===== src/design/dac_frame_pkg.sv =====
// Shared constants for the serial command frame link
`default_nettype none
package dac_frame_pkg;
  localparam int NUM_CH = 4;
  localparam int FRAME_BITS = 24;
  localparam int CHECK_BITS = 8;
  localparam int FRAME_BITS_CHECK = FRAME_BITS + CHECK_BITS;
  localparam int CNT_W = 6;
  // Header field positions
  localparam int RW_BIT = 23;
  localparam int DEV_HI_BIT = 22;
  localparam int DEV_LO_BIT = 21;
  localparam int REG_MSB = 20;
  localparam int REG_LSB = 18;
  localparam int CH_MSB = 17;
  localparam int CH_LSB = 16;
  localparam int DATA_MSB = 15;
  // Register select codes
  localparam logic [2:0] REG_CODE = 3'h0;
  localparam logic [2:0] REG_GAIN = 3'h2;
  localparam logic [2:0] REG_GAIN_ALL = 3'h3;
  localparam logic [2:0] REG_OFFSET = 3'h4;
  localparam logic [2:0] REG_OFFSET_ALL = 3'h5;
  localparam logic [2:0] REG_CONTROL = 3'h7;
  // Control word layout
  localparam int CTRL_RANGE_LSB = 0;
  localparam int CTRL_INT_EN_BIT = 5;
  localparam int CTRL_BOOST_BIT = 6;
  localparam int CTRL_OUT_EN_BIT = 8;
  localparam int CTRL_SUB_LSB = 13;
  localparam int BOOST_W = 13;
  localparam logic [2:0] CTRL_SUB_CHANNEL = 3'h0;
  localparam logic [2:0] CTRL_SUB_BOOST = 3'h1;
  // Reset values and zero-point codes
  localparam logic [15:0] CODE_RESET = 16'h0000;
  localparam logic [15:0] GAIN_RESET = 16'hffff;
  localparam logic [15:0] OFFSET_RESET = 16'h8000;
  localparam logic [15:0] ZERO_MID = 16'h8000;
  localparam logic [15:0] ZERO_LOW = 16'h0000;
  // Timing
  localparam int CLOCK_MHZ = 100;
  localparam int CAL_TIME_US = 200;
  localparam int CAL_CYCLES = CAL_TIME_US * CLOCK_MHZ;
  localparam int WAIT_W = 16;
  localparam int SCLK_HALF_CYCLES = 4;
  localparam int RESET_HOLD_CYCLES = 8;
  // Host register offsets
  localparam logic [11:0] ADDR_CONFIG = 12'h000;
  localparam logic [11:0] ADDR_COMMAND = 12'h004;
  localparam logic [11:0] ADDR_CODE = 12'h008;
  localparam logic [11:0] ADDR_BOOST = 12'h00c;
  localparam logic [11:0] ADDR_RAW = 12'h010;
  localparam logic [11:0] ADDR_STATUS = 12'h014;
  // Host config and command fields
  localparam int CFG_CH_LSB = 0;
  localparam int CFG_RANGE_LSB = 2;
  localparam int CFG_DEV_LSB = 5;
  localparam int CFG_CHECK_BIT = 7;
  localparam int CFG_SKIP_RESET_BIT = 8;
  localparam int CFG_ZERO_FIRST_BIT = 9;
  localparam int CFG_ZERO_MID_BIT = 10;
  localparam int CMD_BRINGUP_BIT = 0;
  localparam int CMD_RAW_BIT = 1;
endpackage
`default_nettype wire


===== src/design/dac_link_if.sv =====
// Three-wire serial link plus reset line between host and converter
`timescale 1ns/100ps
`default_nettype none
interface dac_link_if;
  logic sclk;
  logic sync_n;
  logic sdin;
  logic dev_reset;
  modport host (output sclk, output sync_n, output sdin, output dev_reset);
  modport device (input sclk, input sync_n, input sdin, input dev_reset);
endinterface
`default_nettype wire


===== src/design/dac_frame_host.sv =====
// Host end: APB registers, bring-up sequencer and serial frame sender
`timescale 1ns/100ps
`default_nettype none
// Functional notes
// - Host resets device before any configuration
// - Host writes boost settings after reset
// - Host writes channel control, drive off
// - Code write starts channel calibration
// - Host waits 200 us before drive on
// - Host rewrites control with drive enabled
// - Range change repeats sequence without reset
// - Host drives zero point before disabling
// - Frame is 24 bits, 32 with check
// - Header is rw, device, register, channel
// - Act only when device bits match straps
// - Decode code, gain, gain all, offset
// - Code write takes low sixteen bits
// - Irrelevant header bits are ignored
// - Select 101 writes all offset registers
// - Select 010 writes one gain register
module dac_frame_host
  import dac_frame_pkg::*;
#(
  parameter int CAL_WAIT_P = CAL_CYCLES
) (
  // Clock and reset
  input wire logic i_clock,
  input wire logic i_rst,
  // APB slave
  input wire logic i_psel,
  input wire logic i_penable,
  input wire logic i_pwrite,
  input wire logic [11:0] i_paddr,
  input wire logic [31:0] i_pwdata,
  output logic [31:0] o_prdata,
  output logic o_pready,
  output logic o_pslverr,
  // Link
  dac_link_if.host link
);
  typedef enum {S_IDLE, S_RESET, S_BOOST, S_ZERO, S_CTRL_OFF, S_CODE, S_WAIT,
                S_CTRL_ON, S_RAW} seq_e;
  typedef enum {T_IDLE, T_SHIFT, T_TAIL} tx_e;
  seq_e state;
  tx_e tx_state;
  logic [10:0] cfg;
  logic [15:0] code;
  logic [BOOST_W-1:0] boost;
  logic [23:0] raw;
  logic [WAIT_W-1:0] wait_cnt;
  logic sent;
  logic tx_go;
  logic [31:0] tx_word;
  logic [CNT_W-1:0] tx_bits;
  logic [7:0] div;
  logic sclk;
  logic sync_n;
  logic sdin;
  logic dev_reset;

  // APB decode
  wire access = i_psel & i_penable;
  wire wr_en = access & o_pready & i_pwrite;
  wire hit = (i_paddr == ADDR_CONFIG) | (i_paddr == ADDR_COMMAND) | (i_paddr == ADDR_CODE)
             | (i_paddr == ADDR_BOOST) | (i_paddr == ADDR_RAW) | (i_paddr == ADDR_STATUS);
  wire busy = (state != S_IDLE);
  wire cmd_wr = wr_en & (i_paddr == ADDR_COMMAND) & ~busy;
  wire [31:0] rd_mux = (i_paddr == ADDR_CONFIG) ? {21'h0, cfg} :
                       (i_paddr == ADDR_CODE) ? {16'h0, code} :
                       (i_paddr == ADDR_BOOST) ? {19'h0, boost} :
                       (i_paddr == ADDR_RAW) ? {8'h0, raw} :
                       (i_paddr == ADDR_STATUS) ? {28'h0, 3'(state), busy} : 32'h0;

  // Config fields
  wire [1:0] ch = cfg[CFG_CH_LSB+1:CFG_CH_LSB];
  wire [2:0] range = cfg[CFG_RANGE_LSB+2:CFG_RANGE_LSB];
  wire [1:0] dev = cfg[CFG_DEV_LSB+1:CFG_DEV_LSB];
  wire check_on = cfg[CFG_CHECK_BIT];
  wire [15:0] zero_code = cfg[CFG_ZERO_MID_BIT] ? ZERO_MID : ZERO_LOW;
  wire [15:0] ctrl_word = 16'((1 << CTRL_INT_EN_BIT) | (1 << CTRL_BOOST_BIT)
                          | (int'(range) << CTRL_RANGE_LSB));
  wire [15:0] ctrl_on = ctrl_word | 16'(1 << CTRL_OUT_EN_BIT);
  wire [15:0] boost_word = {CTRL_SUB_BOOST, boost};

  // Frame content per sequencer state
  wire [2:0] f_reg = (state == S_ZERO || state == S_CODE) ? REG_CODE : REG_CONTROL;
  wire [15:0] f_data = (state == S_BOOST) ? boost_word :
                       (state == S_ZERO) ? zero_code :
                       (state == S_CODE) ? code :
                       (state == S_CTRL_ON) ? ctrl_on : ctrl_word;
  wire [23:0] f_frame = (state == S_RAW) ? raw : {1'b0, dev, f_reg, ch, f_data};
  wire tx_idle = (tx_state == T_IDLE) & ~tx_go;

  // APB slave registers
  always_ff @(posedge i_clock) begin
    if (i_rst) begin
      o_pready <= 1'b0;
      o_pslverr <= 1'b0;
      o_prdata <= 32'h0;
      cfg <= '0;
      code <= 16'h0;
      boost <= '0;
      raw <= 24'h0;
    end else begin
      o_pready <= access & ~o_pready;
      o_pslverr <= access & ~o_pready & ~hit;
      o_prdata <= (access & ~o_pready & ~i_pwrite) ? rd_mux : 32'h0;
      if (wr_en & (i_paddr == ADDR_CONFIG) & ~busy) begin
        cfg <= i_pwdata[10:0];
      end
      if (wr_en & (i_paddr == ADDR_CODE) & ~busy) begin
        code <= i_pwdata[15:0];
      end
      if (wr_en & (i_paddr == ADDR_BOOST) & ~busy) begin
        boost <= i_pwdata[BOOST_W-1:0];
      end
      if (wr_en & (i_paddr == ADDR_RAW) & ~busy) begin
        raw <= i_pwdata[23:0];
      end
    end
  end

  // Bring-up sequencer
  always_ff @(posedge i_clock) begin
    if (i_rst) begin
      state <= S_IDLE;
      sent <= 1'b0;
      tx_go <= 1'b0;
      tx_word <= 32'h0;
      wait_cnt <= '0;
      dev_reset <= 1'b0;
    end else begin
      tx_go <= 1'b0;
      unique case (state)
        S_IDLE: begin
          if (cmd_wr & i_pwdata[CMD_BRINGUP_BIT]) begin
            if (!cfg[CFG_SKIP_RESET_BIT]) begin
              state <= S_RESET;
              dev_reset <= 1'b1;
              wait_cnt <= WAIT_W'(RESET_HOLD_CYCLES);
            end else if (cfg[CFG_ZERO_FIRST_BIT]) begin
              state <= S_ZERO;
            end else begin
              state <= S_CTRL_OFF;
            end
          end else if (cmd_wr & i_pwdata[CMD_RAW_BIT]) begin
            state <= S_RAW;
          end
        end
        S_RESET: begin
          if (wait_cnt != '0) begin
            wait_cnt <= wait_cnt - WAIT_W'(1);
          end else if (dev_reset) begin
            dev_reset <= 1'b0;
            wait_cnt <= WAIT_W'(RESET_HOLD_CYCLES);
          end else begin
            state <= S_BOOST;
          end
        end
        S_WAIT: begin
          if (wait_cnt != '0) begin
            wait_cnt <= wait_cnt - WAIT_W'(1);
          end else begin
            state <= S_CTRL_ON;
          end
        end
        default: begin
          if (tx_idle & ~sent) begin
            tx_go <= 1'b1;
            tx_word <= {f_frame, 8'h00};
            sent <= 1'b1;
          end else if (tx_idle & sent) begin
            sent <= 1'b0;
            unique case (state)
              S_BOOST: state <= S_CTRL_OFF;
              S_ZERO: state <= S_CTRL_OFF;
              S_CTRL_OFF: state <= S_CODE;
              S_CODE: begin
                state <= S_WAIT;
                wait_cnt <= WAIT_W'(CAL_WAIT_P);
              end
              default: state <= S_IDLE;
            endcase
          end
        end
      endcase
    end
  end

  // Serial frame sender, data changes on rising edge, MSB first
  always_ff @(posedge i_clock) begin
    if (i_rst) begin
      tx_state <= T_IDLE;
      sclk <= 1'b1;
      sync_n <= 1'b1;
      sdin <= 1'b0;
      div <= 8'h0;
      tx_bits <= '0;
    end else begin
      unique case (tx_state)
        T_IDLE: begin
          if (tx_go) begin
            tx_state <= T_SHIFT;
            sync_n <= 1'b0;
            sdin <= tx_word[31];
            div <= 8'h0;
            tx_bits <= CNT_W'(1);
          end
        end
        T_SHIFT: begin
          if (div == 8'(SCLK_HALF_CYCLES - 1)) begin
            div <= 8'h0;
            sclk <= ~sclk;
            if (!sclk) begin
              if (tx_bits == (check_on ? CNT_W'(FRAME_BITS_CHECK) : CNT_W'(FRAME_BITS))) begin
                tx_state <= T_TAIL;
              end else begin
                sdin <= tx_word[31 - int'(tx_bits)];
                tx_bits <= tx_bits + CNT_W'(1);
              end
            end
          end else begin
            div <= div + 8'h1;
          end
        end
        T_TAIL: begin
          if (div == 8'(SCLK_HALF_CYCLES - 1)) begin
            div <= 8'h0;
            sync_n <= 1'b1;
            tx_state <= T_IDLE;
          end else begin
            div <= div + 8'h1;
          end
        end
      endcase
    end
  end

  assign link.sclk = sclk;
  assign link.sync_n = sync_n;
  assign link.sdin = sdin;
  assign link.dev_reset = dev_reset;
endmodule // dac_frame_host
`default_nettype wire


===== src/flat_wrapper.sv =====
// flat-port wrapper written by rule: the top's interface ports become plain ports
module dac_frame_host_flat import dac_frame_pkg::*;
#(
  parameter int CAL_WAIT_P = CAL_CYCLES
)
  (i_clock, i_rst, i_psel, i_penable, i_pwrite, i_paddr, i_pwdata, o_prdata, o_pready, o_pslverr, link_sclk, link_sync_n, link_sdin, link_dev_reset);
  dac_link_if link_i ();
  input wire logic i_clock;
  input wire logic i_rst;
  input wire logic i_psel;
  input wire logic i_penable;
  input wire logic i_pwrite;
  input wire logic [11:0] i_paddr;
  input wire logic [31:0] i_pwdata;
  output logic [31:0] o_prdata;
  output logic o_pready;
  output logic o_pslverr;
  output wire logic [$bits(link_i.sclk)-1:0] link_sclk;
  output wire logic [$bits(link_i.sync_n)-1:0] link_sync_n;
  output wire logic [$bits(link_i.sdin)-1:0] link_sdin;
  output wire logic [$bits(link_i.dev_reset)-1:0] link_dev_reset;
  assign link_sclk = link_i.sclk;
  assign link_sync_n = link_i.sync_n;
  assign link_sdin = link_i.sdin;
  assign link_dev_reset = link_i.dev_reset;
  dac_frame_host #(.CAL_WAIT_P(CAL_WAIT_P)) u_core (.i_clock(i_clock), .i_rst(i_rst), .i_psel(i_psel), .i_penable(i_penable), .i_pwrite(i_pwrite), .i_paddr(i_paddr), .i_pwdata(i_pwdata), .o_prdata(o_prdata), .o_pready(o_pready), .o_pslverr(o_pslverr), .link(link_i));
endmodule

===== config.mk =====
export PLATFORM = sky130hd
export DESIGN_NAME = dac_frame_host_flat
export DESIGN_NICKNAME = d
export VERILOG_FILES = /design/src/design/dac_frame_pkg.sv /design/src/design/dac_link_if.sv /design/src/design/dac_frame_host.sv /design/src/flat_wrapper.sv
export SDC_FILE = /design/constraint.sdc
export NUM_CORES = 1
export LEC_CHECK = 0
export BUFFER_PORTS_ARGS = -buffer_cell sky130_fd_sc_hd__buf_2
export CORE_ASPECT_RATIO = 0.6
export CORE_MARGIN = 4
export CORE_UTILIZATION = 58
export CTS_CLUSTER_SIZE = 20
export DETAILED_ROUTE_END_ITERATION = 10
export GPL_ROUTABILITY_DRIVEN = 0
export PLACE_DENSITY = 0.85
export REMOVE_ABC_BUFFERS = 1
export SETUP_SLACK_MARGIN = 0.5
export SLEW_MARGIN = 15
export SYNTH_ARGS = -nofsm -noshare
export SYNTH_HDL_FRONTEND = slang
export SYNTH_SLANG_ARGS = --single-unit

===== constraint.sdc =====
create_clock -name i_clock -period 2.3 [get_ports i_clock]
set_input_delay 0.46 -clock i_clock [delete_from_list [all_inputs] [get_ports i_clock]]
set_output_delay 0.46 -clock i_clock [all_outputs]
set_load 0.01 [all_outputs]

# After elaboration in Yosys (flattened, before gate mapping)
# Index checks and enable logic that the tools add are counted.
[totals]
output_inout_bits = 38
word_cells = 192
input_bits = 49
ff_bits = 222
[classes]
eq_ne = 35
magnitude_cmp = 1
n_bitwise = 35
reduce_logical = 30
mux = 65
n_addsub = 4
[op_table]
columns = ["op", "n"]
rows = [
  ["$mux 32", 13],
  ["$mux 16", 14],
  ["$pmux 32 s3", 2],
  ["$eq 32x3->1 const B", 5],
  ["$eq 32x2->1 const B", 3],
  ["$logic_not 32->1", 3],
  ["$eq 32x1->1 const B", 2],
  ["$eq 32x4->1 const B", 2],
  ["$mux 24", 2],
  ["$pmux 16 s3", 1],
  ["$eq 32x5->1 const B", 1],
  ["$lt 32x7->1 const B", 1],
  ["$reduce_bool 32->1", 1],
  ["$mux 6", 5],
  ["$eq 12x4->1 const B", 2],
  ["$eq 12x5->1 const B", 2],
  ["$and 1x1->1", 21],
  ["$mux 8", 2],
  ["$pmux 8 s2", 1],
  ["$reduce_bool 16->1", 1],
  ["$sub 16x1->16 const B", 1],
  ["$mux 1", 14],
  ["$eq 12x3->1 const B", 1],
  ["$logic_not 12->1", 1],
  ["other kinds (33)", 69],
]

# Longest topological paths before layout
[logic_depth]
ltp_word = 9
mapped_depth = 10
mapped_depth_nobuf = 8

# Worst setup path before layout
# OpenSTA, ideal clock, no wires.
[synth_timing]
path_kind = "input port to flip-flop"
startpoint = "input i_paddr[10]"
endpoint = "register u_core.code[10]"
required_time_ps = 2172
setup_slack_ps = 116
setup_time_ps = 128
stages = 9
arrival_ps = 2057
n_path_buf = 3
cell_sequence = "nor4_2 > and3_1 > and3_1 > clkbuf_1 > and2_1 > buf_4 > buf_4 > mux2i_1 > nor2_1"
[synth_between]
elab_chain_cells = 3
[synth_rtl]
columns = ["element", "line_no", "source"]
rows = [
  ["start: declaration", "flat_wrapper.sv:13", "input wire logic [11:0] i_paddr;"],
  ["$eq 12x4->1", "dac_frame_host.sv:111", "if (wr_en & (i_paddr == ADDR_CODE) & ~busy) begin"],
  ["$and 1x1->1 (2 in a row)", "dac_frame_host.sv:111", ""],
  ["end signal: assignment", "dac_frame_host.sv:112", "code <= i_pwdata[15:0];"],
  ["end: declaration", "dac_frame_host.sv:47", "logic [15:0] code;"],
]
# No other way between the ends.
# A chain may end at the register's enable or synchronous reset.

# Worst setup path after layout
[layout_timing]
startpoint = "register u_core.state[0]"
endpoint = "register u_core.state[2]"
[layout_between]
elab_chain_cells = 6
elab_cells_between_ends = 25
classes_between = "11 x eq/ne; 5 x mux; 4 x bitwise; 5 x reduce/logical"
[layout_rtl]
columns = ["element", "line_no", "source"]
rows = [
  ["start: declaration", "dac_frame_host.sv:44", "seq_e state;"],
  ["start signal: assignment", "dac_frame_host.sv:126", "state <= S_IDLE;"],
  ["start signal: assignment", "dac_frame_host.sv:138", "state <= S_RESET;"],
  ["start signal: assignment", "dac_frame_host.sv:142", "state <= S_ZERO;"],
  ["$eq 32x2->1 or $reduce_bool 32->1 (tied branches)", "dac_frame_host.sv:174, dac_frame_host.sv:66", ""],
  ["$reduce_or 2->1 (no line) or $not 1->1 (tied branches)", "n/a", ""],
  ["$pmux 3 s3 or $and 1x1->1 (tied branches)", "dac_frame_host.sv:174, dac_frame_host.sv:67", ""],
  ["$mux 32 (tied with other cells)", "dac_frame_host.sv:172", "end else if (tx_idle & sent) begin"],
  ["$mux 32 (tied with other cells)", "dac_frame_host.sv:168", "if (tx_idle & ~sent) begin"],
  ["$pmux 32 s3 or $reduce_and 6->1 (tied branches)", "n/a", ""],
]
# Parallel ways exist; a longest one is shown, timed or not. The select of a mux whose other input is x is not followed.

==> out/metrics.csv <==
metric,value,unit
Post-Layout Cell Count,1128,
cell count of the worst hold path,2,
CTS max path bufs,2,
Clk Tree Root Cell,clkbuf_16,
Period minus WS final,2190,ps
hold buffers post-CTS,0,
CP required,2630,ps
setup violators final,0,
first-pass GRT wire length,37000,µm
crit path cell chain,or4_4 > nor2_8 > buf_4 > nand4_1 > nand2b_1 > o311a_1 > nor3_1,
status,"complete, no violations",
"Reg clk slew, reported paths",70,ps
antenna-violating nets left,0,
Fin. Hold Viols,0,
MaxCap Viol Count,0,
via count,7496,
Die Y-Extent,94.5,µm
Most used DFF post-synth,dfxtp_1,
critical path's slowest cell,or4_4,
htree depth,4,
# rows,31,
Area Growth Syn to Fin,32.9,%
number of buffers created by CTS,17,
synth warn,0,
Total Nets Final,1006,
worst skew pair latency,430,ps
CTS tree,done,
IO buf count,70,
critical path data arrival time,2520,ps
Util after Layout,0.791,
RSZ-0062 raised after global routing,yes,
cell depth of the worst setup path,7,
clock sink count,156,
worst-case reg-to-reg path depth,7,
Post-Syn Area per Cell,8.81,µm²
register area share after synthesis,0.432,
Crit Path Category,register to register,
Total GRT Usage,0.322,
Post-Place Cells,1057,
share of layout cells above drive strength 1,0.313,
Ant. Diodes,0,
# IOs,87,
Clock Skew,12.7,ps
drt drc,0,
CORE AREA,12100,µm²
die area,14400,µm²
largest net degree at the start of global routing,124,
Worst setup SP type,register,
Detail Placement HPWL,13700,µm
count of pins over their slew limit,0,
fraction of registers with async set or reset after synthesis,0,
initial core utilization,0.595,
Max-slew headroom,0.581,
CP max FO,5,
CP startpoint,u_core.state[0],
initial DRC count,1081,
number of synthesized flops with an enable pin,0,
HP Class,input pin to register,
R2R Path Start,u_core.state[0],
post-synth design cell area,7230,µm²
total power divided by cell area,1210,nW/µm²
Max Fclk,457,MHz
library cells used by synthesis,70,
Lkg Pwr,3.57,nW
Via-to-Cell Ratio,6.65,
Worst-Margin Slew,624,ps
WL final,25300,µm
CP top delay family,simple AND/OR/NAND/NOR gates,
initial antenna violation count,0,
Avg WL per Cell,22.4,µm
Post-Synthesis Cells,820,
Detailed Routing Iterations Pass 1,10,
Critical Path Max Stage Delay,590,ps
Final Cycle Share,0.950,
worst vdd ir,0.929,mV
min-delay src,i_rst,
global route total overflow,0,
WP buf/inv,1,
Yosys reg bits,156,
Die X,152,µm
vias in the first global route,7001,
crit path capture type,register,
-- report_power, final --
part / internal, mW / switching [mW] / leakage (nW) / total, mW
Combinational: 2.26 / 3.06 / 2.01 / 5.32
Sequential: 3.00 / 0.312 / 1.27 / 3.31
Clock: 1.82 / 1.19 / 0.289 / 3.01
Total: 7.08 / 4.57 / 3.57 / 11.6
-- cells in the mapped netlist (11+ instances only) --
cell type | number | share of area
a211oi_1 | 18 | 0.019
a21oi_1 | 47 | 0.033
a222oi_1 | 16 | 0.022
and2_1 | 11 | 0.0095
buf_2 | 13 | 0.0090
buf_4 | 13 | 0.014
clkbuf_1 | 37 | 0.019
dfxtp_1 | 156 | 0.43
inv_1 | 13 | 0.0068
mux2i_1 | 57 | 0.079
nand2_1 | 60 | 0.031
nand3_1 | 28 | 0.019
nor2_1 | 138 | 0.072
nor2b_1 | 11 | 0.0095
nor3_1 | 25 | 0.017
o21ai_0 | 19 | 0.013
-- kinds of logic after synthesis --
group / synth area share
compound gates: 0.161
other cells: 0.000519
xor+xnor: 0.0158
flops: 0.432
buf+inv: 0.0505
mux: 0.0992
fa+ha+maj: 0.0121
simple gates: 0.228
-- flip-flops by register name, summed over array words and instances, names as in the netlist --
name                   count
u_core.link.sdin           1
u_core.link.dev_reset      1
u_core.tx_state            2
u_core.sent                1
u_core.cfg                11
u_core.code               16
u_core.state               4
u_core.tx_bits             6
u_core.o_pready            1
u_core.o_prdata           24
u_core.boost              13
u_core.tx_go               1
u_core.tx_word            24
u_core.wait_cnt           16
u_core.div                 8
u_core.link.sync_n         1
u_core.o_pslverr           1
u_core.link.sclk           1
u_core.raw                24
-- placed cells by master, fill, tap and decap left out, types with 6 or more instances in the layout --
cell         n
buf_12       8
buf_6       27
nor2_1     131
a222oi_1    16
nand3_1     27
a21oi_1     41
conb_1       8
nand2b_1     8
mux2i_1     50
xnor2_1      6
a221o_1      6
nand2_1     56
and2_1       9
inv_1       12
clkbuf_16   19
buf_4       60
a211oi_1    16
buf_2       69
nor2b_1      8
a22oi_1      7
a22o_1       8
a31oi_1      6
mux2i_2      7
nor3_1      18
o21ai_0     10
xor2_1       6
dfxtp_1    151
nand4_1      7
-- path summary, 6_finish.rpt --
kind | end | slack [ps]
max | u_core.state[2] | 110
min | u_core.o_pready | 260
max reg2reg | u_core.state[2] | 110
min reg2reg | u_core.boost[9] | 480
-- worst reg2reg max path, cell delays in order, from the launching register on --
cell      delay (ps)
dfxtp_4          360
or4_4            590
nor2_8           180
buf_4            130
nand4_1          230
nand2b_1         260
o311a_1          140
nor3_1           200
-- through the flow --
| stage | hold slack, ps | setup slack (ps) | setup TNS [ps] | power [mW] | area, µm² |
|---|---|---|---|---|---|
| 6_report | 260 | 114 | 0 | 11.6 | 9610 |
| 5_1_grt | 277 | 84.8 | 0 | 12.1 | 9610 |
| 3_3_place_gp | 441 | -8.72 | -30.8 | 6.91 | 8050 |
| 3_5_place_dp | 446 | -66.1 | -355 | 7.02 | 8050 |
| 2_1_floorplan | 423 | -468 | -18810 | 5.53 | 6940 |
| 4_1_cts | 254 | 254 | 0 | 10.7 | 9240 |
-- routing by layer --
| layer | GRT usage | up-vias | part of all wire |
|---|---|---|---|
| met3 | 0.0810 | 126 | 0.14 |
| met1 | 0.433 | 3518 | 0.38 |
| met2 | 0.502 | 654 | 0.44 |
| met4 | 0.132 | 0 | 0.035 |
| met5 | 0 | - | 0 |
| li1 | - | 3198 | - |
-- area by class of cell --
cell class / instances / area [µm²]
fillers: 708 / 2530
multi-input cells: 594 / 4240
clock buffers: 18 / 429
flip-flops and latches: 156 / 3130
repair buffers: 168 / 1350
clock inverters: 14 / 194
inverters: 13 / 48.8
well taps: 165 / 206
-- what timing repair did --
item,4_1_cts,5_1_grt
pin swaps,41,15
gates cloned,2,3
setup endpoints to repair,138,148
setup buffers,26,8
gates resized for setup,89,55
(Power assumes the default switching activity.)
